`config.mk`:
```
export PLATFORM = sky130hd
export DESIGN_NAME = dfmc_regs
export DESIGN_NICKNAME = d
export VERILOG_FILES = /design/src/hw/dfmc_pkg.sv /design/src/hw/dfmc_regs.sv
export SDC_FILE = /design/constraint.sdc
export NUM_CORES = 1
export LEC_CHECK = 0
export CAP_MARGIN = 20
export CORE_MARGIN = 2
export CORE_UTILIZATION = 40
export CTS_BUF_LIST = sky130_fd_sc_hd__clkbuf_8
export DETAILED_ROUTE_END_ITERATION = 6
export DONT_BUFFER_PORTS = 1
export SYNTH_ARGS = -nofsm -noshare
export SYNTH_HDL_FRONTEND = slang
export SYNTH_SLANG_ARGS = --single-unit
```
`constraint.sdc`:
```
create_clock -name clk_in -period 2.13 [get_ports clk_in]
set_input_delay 0 -clock clk_in [delete_from_list [all_inputs] [get_ports clk_in]]
set_output_delay 0 -clock clk_in [all_outputs]
set_load 0.05 [all_outputs]
```
`src/hw/dfmc_pkg.sv`:
```
package dfmc_pkg;

  // Register addresses on the control port
  localparam int ADDR_W = 7;
  localparam int DATA_W = 8;
  localparam logic [6:0] ADDR_FORMAT = 7'h05;
  localparam logic [6:0] ADDR_FILTER = 7'h06;
  localparam logic [6:0] ADDR_MODE_ONE = 7'h07;
  localparam logic [6:0] ADDR_MODE_TWO = 7'h08;
  localparam logic [6:0] ADDR_SOFT_RESET = 7'h09;

  // Reset values
  localparam logic [7:0] RST_FORMAT = 8'h0A;
  localparam logic [7:0] RST_FILTER = 8'h00;
  localparam logic [7:0] RST_MODE_ONE = 8'h00;
  localparam logic [7:0] RST_MODE_TWO = 8'h02;
  localparam logic [7:0] RST_ROUTE = 8'hE4;
  localparam logic [7:0] RD_UNMAPPED = 8'h00;

  // Field codes
  localparam logic [1:0] WL_16 = 2'h0;
  localparam logic [1:0] WL_20 = 2'h1;
  localparam logic [1:0] WL_24 = 2'h2;
  localparam logic [1:0] WL_32 = 2'h3;
  localparam logic [5:0] BITS_16 = 6'h10;
  localparam logic [5:0] BITS_20 = 6'h14;
  localparam logic [5:0] BITS_24 = 6'h18;
  localparam logic [5:0] BITS_32 = 6'h20;
  localparam logic [1:0] FMT_DSP = 2'h3;
  localparam logic [1:0] ROUTE_STEREO = 2'h0;
  localparam logic [1:0] ROUTE_MONO_LEFT = 2'h1;
  localparam logic [1:0] ROUTE_SWAP = 2'h2;
  localparam logic [1:0] ROUTE_MONO_RIGHT = 2'h3;

  // Analogue output indices
  localparam int OUT_LP = 0;
  localparam int OUT_LN = 1;
  localparam int OUT_RP = 2;
  localparam int OUT_RN = 3;
  localparam int NUM_OUTS = 4;

  typedef struct packed {
    logic power_down_sel;
    logic output_phase_invert;
    logic bit_clock_polarity;
    logic frame_clock_polarity;
    logic [1:0] data_format_sel;
    logic [1:0] word_length_sel;
  } dfmc_format_t;

  typedef struct packed {
    logic zero_flag_force_high;
    logic [1:0] deemphasis_sel;
    logic [1:0] bitstream_comp_filter;
    logic [2:0] pcm_filter_response;
  } dfmc_filter_t;

  typedef struct packed {
    logic filter_bypass_rate_mode;
    logic [1:0] rate_band_sel;
    logic [2:0] clock_ratio_sel;
    logic [1:0] path_mode_sel;
  } dfmc_mode_one_t;

  typedef struct packed {
    logic reserved;
    logic plus_path_gain;
    logic control_chain_out_en;
    logic audio_chain_out_en;
    logic [1:0] channel_routing_sel;
    logic [1:0] dither_sel;
  } dfmc_mode_two_t;

  // Per analogue output: source channel and inversion
  typedef struct packed {
    logic src_right;
    logic invert;
  } dfmc_route_t;

endpackage

```
`src/hw/dfmc_regs.sv`:
```
`timescale 1ns/1ns
module dfmc_regs (
  input wire logic clk_in, // 125 MHz control clock
  input wire logic rst_in, // Async reset, active high
  input wire logic wr_en_in, // Write strobe, one cycle
  input wire logic rd_en_in, // Read strobe, one cycle
  input wire logic [6:0] addr_in, // Register address
  input wire logic [7:0] wr_data_in, // Write data
  output logic [7:0] rd_data_out, // Read data, one cycle after
  output dfmc_pkg::dfmc_format_t format_out, // Format controls
  output dfmc_pkg::dfmc_filter_t filter_out, // Filter controls
  output dfmc_pkg::dfmc_mode_one_t mode_one_out, // Path mode controls
  output dfmc_pkg::dfmc_mode_two_t mode_two_out, // Dither/route controls
  output logic [5:0] word_bits_out, // Word length in bits
  output logic frame_invert_out, // Frame clock inverted
  output logic dsp_variant_b_out, // DSP variant B in use
  output logic bit_clock_invert_out, // Bit clocks inverted
  output logic power_down_out, // Device powered down
  output logic filter_bypass_out, // Digital filters bypassed
  input wire logic zero_detect_in, // Raw zero detection
  output logic zero_detect_flag_out, // Zero flag pin
  input wire logic audio_chain_in, // Audio data to forward
  output logic audio_chain_out, // Daisy-chain audio pin
  input wire logic control_chain_in, // Control data to forward
  output logic control_chain_out, // Daisy-chain control pin
  output dfmc_pkg::dfmc_route_t [3:0] route_out // Per-output routing
);

  logic [7:0] format_ff;
  logic [7:0] filter_ff;
  logic [7:0] mode_one_ff;
  logic [7:0] mode_two_ff;
  logic soft_reset;
  dfmc_pkg::dfmc_format_t fmt;
  dfmc_pkg::dfmc_format_t nxt_fmt;
  dfmc_pkg::dfmc_filter_t nxt_filt;
  dfmc_pkg::dfmc_mode_one_t nxt_m1;
  dfmc_pkg::dfmc_mode_two_t nxt_m2;
  logic wr_format;
  logic wr_filter;
  logic wr_mode_one;
  logic wr_mode_two;
  // Bits in one output's routing entry
  localparam int ROUTE_W = $bits(dfmc_pkg::dfmc_route_t);

  // Address match for one write
  function automatic logic hit(input logic [6:0] a,
                               input logic [6:0] r);
    hit = wr_en_in && (a == r);
  endfunction

  // Source and inversion of one output for a routing code
  function automatic dfmc_pkg::dfmc_route_t route_of(
      input logic [1:0] code, input int idx, input logic phase_inv);
    logic right_pin;
    logic neg_pin;
    dfmc_pkg::dfmc_route_t r;
    right_pin = (idx == dfmc_pkg::OUT_RP) || (idx == dfmc_pkg::OUT_RN);
    neg_pin = (idx == dfmc_pkg::OUT_LN) || (idx == dfmc_pkg::OUT_RN);
    case (code)
      dfmc_pkg::ROUTE_STEREO: begin
        r.src_right = right_pin;
        r.invert = neg_pin;
      end
      dfmc_pkg::ROUTE_SWAP: begin
        r.src_right = !right_pin;
        r.invert = neg_pin;
      end
      dfmc_pkg::ROUTE_MONO_LEFT: begin
        r.src_right = 1'b0;
        r.invert = (idx == dfmc_pkg::OUT_LN) ||
                   (idx == dfmc_pkg::OUT_RP);
      end
      dfmc_pkg::ROUTE_MONO_RIGHT: begin
        r.src_right = 1'b1;
        r.invert = (idx == dfmc_pkg::OUT_LP) ||
                   (idx == dfmc_pkg::OUT_RN);
      end
      default: begin
        r.src_right = right_pin;
        r.invert = neg_pin;
      end
    endcase
    r.invert = r.invert ^ phase_inv;
    route_of = r;
  endfunction

  // Word length code to bit count
  function automatic logic [5:0] bits_of(input logic [1:0] code);
    case (code)
      dfmc_pkg::WL_16: bits_of = dfmc_pkg::BITS_16;
      dfmc_pkg::WL_20: bits_of = dfmc_pkg::BITS_20;
      dfmc_pkg::WL_24: bits_of = dfmc_pkg::BITS_24;
      default: bits_of = dfmc_pkg::BITS_32;
    endcase
  endfunction

  // True when the format field selects DSP framing
  function automatic logic is_dsp(input logic [1:0] code);
    is_dsp = (code == dfmc_pkg::FMT_DSP);
  endfunction

  // Any write to the reset address restores every register
  assign soft_reset = hit(addr_in, dfmc_pkg::ADDR_SOFT_RESET);

  // Write strobes for the four stored registers
  assign wr_format = hit(addr_in, dfmc_pkg::ADDR_FORMAT);
  assign wr_filter = hit(addr_in, dfmc_pkg::ADDR_FILTER);
  assign wr_mode_one = hit(addr_in, dfmc_pkg::ADDR_MODE_ONE);
  assign wr_mode_two = hit(addr_in, dfmc_pkg::ADDR_MODE_TWO);

  // Format register
  always_ff @(posedge clk_in or posedge rst_in) begin
    if (rst_in) begin
      format_ff <= dfmc_pkg::RST_FORMAT;
    end else if (soft_reset) begin
      format_ff <= dfmc_pkg::RST_FORMAT;
    end else if (wr_format) begin
      format_ff <= wr_data_in;
    end
  end

  // Filter register
  always_ff @(posedge clk_in or posedge rst_in) begin
    if (rst_in) begin
      filter_ff <= dfmc_pkg::RST_FILTER;
    end else if (soft_reset) begin
      filter_ff <= dfmc_pkg::RST_FILTER;
    end else if (wr_filter) begin
      filter_ff <= wr_data_in;
    end
  end

  // Mode register one
  always_ff @(posedge clk_in or posedge rst_in) begin
    if (rst_in) begin
      mode_one_ff <= dfmc_pkg::RST_MODE_ONE;
    end else if (soft_reset) begin
      mode_one_ff <= dfmc_pkg::RST_MODE_ONE;
    end else if (wr_mode_one) begin
      mode_one_ff <= wr_data_in;
    end
  end

  // Mode register two
  always_ff @(posedge clk_in or posedge rst_in) begin
    if (rst_in) begin
      mode_two_ff <= dfmc_pkg::RST_MODE_TWO;
    end else if (soft_reset) begin
      mode_two_ff <= dfmc_pkg::RST_MODE_TWO;
    end else if (wr_mode_two) begin
      mode_two_ff <= wr_data_in;
    end
  end

  // Next control values, taken combinationally from the stored registers
  assign fmt = dfmc_pkg::dfmc_format_t'(format_ff);
  assign nxt_fmt = fmt;
  assign nxt_filt =
      dfmc_pkg::dfmc_filter_t'(filter_ff);
  assign nxt_m1 =
      dfmc_pkg::dfmc_mode_one_t'(mode_one_ff);
  assign nxt_m2 = dfmc_pkg::dfmc_mode_two_t'(mode_two_ff);

  // Read back of the register file
  always_ff @(posedge clk_in or posedge rst_in) begin
    if (rst_in) begin
      rd_data_out <= dfmc_pkg::RD_UNMAPPED;
    end else if (soft_reset) begin
      rd_data_out <= dfmc_pkg::RD_UNMAPPED;
    end else if (rd_en_in) begin
      case (addr_in)
        dfmc_pkg::ADDR_FORMAT: rd_data_out <= format_ff;
        dfmc_pkg::ADDR_FILTER: rd_data_out <= filter_ff;
        dfmc_pkg::ADDR_MODE_ONE: rd_data_out <= mode_one_ff;
        dfmc_pkg::ADDR_MODE_TWO: rd_data_out <= mode_two_ff;
        default: rd_data_out <= dfmc_pkg::RD_UNMAPPED;
      endcase
    end
  end

  // Field outputs registered from the register file
  always_ff @(posedge clk_in or posedge rst_in) begin
    if (rst_in) begin
      format_out <= dfmc_pkg::dfmc_format_t'(dfmc_pkg::RST_FORMAT);
      filter_out <= dfmc_pkg::dfmc_filter_t'(dfmc_pkg::RST_FILTER);
      mode_one_out <= dfmc_pkg::dfmc_mode_one_t'(dfmc_pkg::RST_MODE_ONE);
      mode_two_out <= dfmc_pkg::dfmc_mode_two_t'(dfmc_pkg::RST_MODE_TWO);
    end else if (soft_reset) begin
      format_out <= dfmc_pkg::dfmc_format_t'(dfmc_pkg::RST_FORMAT);
      filter_out <= dfmc_pkg::dfmc_filter_t'(dfmc_pkg::RST_FILTER);
      mode_one_out <= dfmc_pkg::dfmc_mode_one_t'(dfmc_pkg::RST_MODE_ONE);
      mode_two_out <= dfmc_pkg::dfmc_mode_two_t'(dfmc_pkg::RST_MODE_TWO);
    end else begin
      format_out <= nxt_fmt;
      filter_out <= nxt_filt;
      mode_one_out <= nxt_m1;
      mode_two_out <= nxt_m2;
    end
  end

  // Decoded interface and power controls
  // Frame polarity bit picks the DSP variant under DSP framing
  always_ff @(posedge clk_in or posedge rst_in) begin
    if (rst_in) begin
      word_bits_out <= dfmc_pkg::BITS_24;
      frame_invert_out <= 1'b0;
      dsp_variant_b_out <= 1'b0;
      bit_clock_invert_out <= 1'b0;
      power_down_out <= 1'b0;
      filter_bypass_out <= 1'b0;
    end else if (soft_reset) begin
      word_bits_out <= dfmc_pkg::BITS_24;
      frame_invert_out <= 1'b0;
      dsp_variant_b_out <= 1'b0;
      bit_clock_invert_out <= 1'b0;
      power_down_out <= 1'b0;
      filter_bypass_out <= 1'b0;
    end else begin
      word_bits_out <= bits_of(fmt.word_length_sel);
      frame_invert_out <= fmt.frame_clock_polarity &&
          !is_dsp(fmt.data_format_sel);
      dsp_variant_b_out <= fmt.frame_clock_polarity &&
          is_dsp(fmt.data_format_sel);
      bit_clock_invert_out <= fmt.bit_clock_polarity;
      power_down_out <= fmt.power_down_sel;
      filter_bypass_out <= nxt_m1.filter_bypass_rate_mode;
    end
  end

  // Zero flag pin with forced-high override
  always_ff @(posedge clk_in or posedge rst_in) begin
    if (rst_in) begin
      zero_detect_flag_out <= 1'b0;
    end else if (soft_reset) begin
      zero_detect_flag_out <= 1'b0;
    end else begin
      zero_detect_flag_out <= nxt_filt.zero_flag_force_high ||
                              zero_detect_in;
    end
  end

  // Daisy-chain forwarding, held low when disabled
  always_ff @(posedge clk_in or posedge rst_in) begin
    if (rst_in) begin
      audio_chain_out <= 1'b0;
      control_chain_out <= 1'b0;
    end else if (soft_reset) begin
      audio_chain_out <= 1'b0;
      control_chain_out <= 1'b0;
    end else begin
      audio_chain_out <= nxt_m2.audio_chain_out_en &&
                         audio_chain_in;
      control_chain_out <= nxt_m2.control_chain_out_en &&
                           control_chain_in;
    end
  end

  // Per-output routing, one flop pair each
  // Stereo reset leaves only the negative pins inverted
  genvar g;
  generate
    for (g = 0; g < dfmc_pkg::NUM_OUTS; g++) begin : g_route
      always_ff @(posedge clk_in or posedge rst_in) begin
        if (rst_in) begin
          route_out[g] <= dfmc_pkg::dfmc_route_t'(
              dfmc_pkg::RST_ROUTE[g*ROUTE_W +: ROUTE_W]);
        end else if (soft_reset) begin
          route_out[g] <= dfmc_pkg::dfmc_route_t'(
              dfmc_pkg::RST_ROUTE[g*ROUTE_W +: ROUTE_W]);
        end else begin
          route_out[g] <= route_of(nxt_m2.channel_routing_sel, g,
                                   fmt.output_phase_invert);
        end
      end
    end
  endgenerate

endmodule // dfmc_regs

```
==> summary.txt <==
Outcome
  • Run status: finished, final reports clean

Power and ir drop
  • Power, Total: 3.58 mW
  • Max IR drop VDD: 0.346 mV
  • Power Density: 885 mW/mm2
  • Leakage: 2.11 nW

Route
  • WL met3: 530 um
  • DRC: 0
  • Top Layer Used: met4
  • Met2 wire len: 3.35 mm
  • Initial DRC count: 73
  • Routed Antenna Nets: 0
  • Routed WL per cell: 18.0 um
  • Drt pass-1 iters: 4
  • Wl on met1: 3.65 mm
  • Routed vias/inst: 5.13
  • Vias: 2,177
  • Routed wire length: 7.65 mm

Yosys
  • Cells after Synth: 290
  • Seq/Total Area, Yosys: 61.6%
  • Cell variety after synth: 36
  • EDFF count, synth: 0
  • Count leader, synth: dfrtp_1
  • Synth Cell Area: 0.00355 mm2
  • Post-synth ARST share: 100%
  • Yosys warning total: 0
  • Synth top cells by count: dfrtp_1 (76), mux2i_1 (32), nor2_1 (29)
  • Synth Area per Inst: 12.3 um2
  • Ranking of synthesized cells by area: dfrtp_1 (54%), mux2i_1 (9.0%), dfstp_2 (8.1%)
  • Leading area contributor after synthesis: dfrtp_1
  • Yosys reg bits: 87
  • Share of the synthesized area in the top cell type: 53.5%
  • Ys flop type: dfrtp_1

Global routing
  • Total grt overflow: 0
  • Largest net degree at the start of global routing: 37
  • Vias in the first global route: 2,187
  • Global-route wire length before repair: 12.2 mm
  • Gr usage total: 16.5%
  • Initial antenna violation count: 0

Place
  • Port bufs: 0
  • Placed Cells: 386
  • Area after DPL: 0.00364 mm2
  • DP Worst Slack: 0.700 ns
  • Placer's final routability congestion estimate: 0.774
  • Hpwl dp: 5.09 mm

Critical path
  • Worst reg2reg path depth: 3
  • Flop-to-flop setup slack: 0.80 ns
  • Critical path type: input port to flip-flop
  • CP Launch Type: input port
  • Arrival time at the worst endpoint: 1.81 ns
  • Origin of the critical flop-to-flop path: fmt[1]
  • Critical Path End Type: flip-flop
  • Worst r2r dst: fmt[1]
  • Req. time, crit path: 2.42 ns
  • CP max FO: 19

Timing
  • Final setup margin: 0.609 ns
  • F_max: 658 MHz
  • Setup TNS: 0 ns
  • RSZ-0062 raised after global routing: no
  • Fin crit share: 71.4%
  • Hold slack final: 0.0122 ns
  • Rel. slew slack: 41.4%
  • Shortest period the worst path allows: 1.52 ns
  • Skew final: 0.00700 ns
  • Pins Over Slew Limit: 0
  • # setup viols final: 0
  • Measured slew at the worst slew-check pin: 0.880 ns
  • Final hold violation count: 0

Floorplan
  • Row cnt: 34
  • Die Span Y: 98.3 um
  • DIE AREA: 0.00966 mm2
  • Io pins: 84
  • Core ar.: 0.00868 mm2
  • Die width: 98.3 um
  • Starting Density: 41.0%

Clocking
  • H-tree levels: 3
  • Clock latency at the later pin of the worst-skew pair: 0.35 ns
  • CTS resizes: 0
  • # clock sinks: 87
  • Max Buffers Root-to-Sink: 2
  • TritonCTS clock tree: built
  • Root buffer cell: clkbuf_8
  • Hold-fix buffers, CTS: 22
  • Post-CTS Setup Inserts: 0
  • Clock Pin Slew Worst Setup and Hold Paths: 0.08 ns
  • CTS Buf Count: 9

Cells and area
  • N_diodes: 0
  • Final Non-Filler Cells: 424
  • Post-layout util: 46.6%
  • Share of cells above drive strength 1: 13.9%
  • Design Area, Final: 0.00405 mm2
  • Synth-to-Final Area Change: 13.9%
  • Nets@finish: 336

Min path
  • Hold depth: 3
  • Hold_sp: addr_in[0]
  • Hold Path Class: input port to flip-flop
  • Hold EP: rd_data_out[1]

Run
  • Max-cap viol count: 0
## sequential cells by signal, indices dropped and copies added (netlist names), 4 cells and up
name and cells:
format_out 7, mode_one_ff 8, filter_ff 8, rd_data_out 8, route_out 6, mode_two_out 8, word_bits_out 4, filter_out 8
mode_one_out 7, fmt 8, mode_two_ff 8
## critical path, stage by stage
cell           delay [ns]
dlygate4sd3_1        0.78
nand4_1              0.17
buf_4                0.23
nand2_1              0.07
dlygate4sd3_1        0.55
## where the power goes
group,total (mW),switching [mW],internal [mW]
clock,1.11,0.580,0.534
sequential,2.21,0.403,1.81
combinational,0.259,0.137,0.122
total,3.58,1.12,2.46
## routing by layer
layer  vias to the layer above  global-route usage (%)
li1                       1009                       -
met1                      1085                    23.1
met2                        70                    24.3
met3                        13                    4.94
met4                         0                    6.01
met5                         -                       0
## cells in the final DEF (no fill, tap or decap), types with 5 or more instances in the layout
cell,n
dfrtp_1,76
and2_1,28
and3_1,5
nand2b_1,10
nor2_1,29
buf_4,7
a22oi_1,8
clkbuf_8,9
nand2_1,13
dlygate4sd3_1,22
mux2i_1,32
a22o_1,8
dfstp_2,11
inv_1,7
o21ai_0,18
## worst max-delay path by stage
| stage | from | endpoint | slack, ns | cells after the start |
|---|---|---|---|---|
| finish | addr_in[0] | fmt[1] | 0.61 | 5 |
| floorplan | addr_in[0] | rd_data_out[7] | 1.08 | 5 |
| global placement | addr_in[6] | filter_ff[6] | 0.73 | 4 |
| global route | addr_in[0] | fmt[1] | 0.57 | 5 |
| CTS | addr_in[0] | fmt[1] | 0.64 | 5 |
| detailed placement | addr_in[6] | filter_ff[4] | 0.70 | 4 |
## layout make-up
type                    count  area (um2)
repair buffers             30         293
clock buffers               9         124
fillers                   788        4630
inverters                   8        33.8
well taps                 108         135
clock inverters             7        65.1
multi-input cells         175        1210
flip-flops and latches     87        2190
## kinds of logic (layout without fill, tap and decap cells)
kind of cell	Yosys count	count (layout)	share of synthesized area [%]
and+or+nand+nor	100	100	16.3
DFF	87	87	61.6
AOI/OAI and AO/OA	36	36	6.86
muxes	32	32	9.01
buffers and inverters	29	54	4.54
adders and majority gates	3	3	1.06
xor gates and xnor gates	2	2	0.493
other	1	2	0.105
Note: power is estimated with default switching activity, not from simulation.
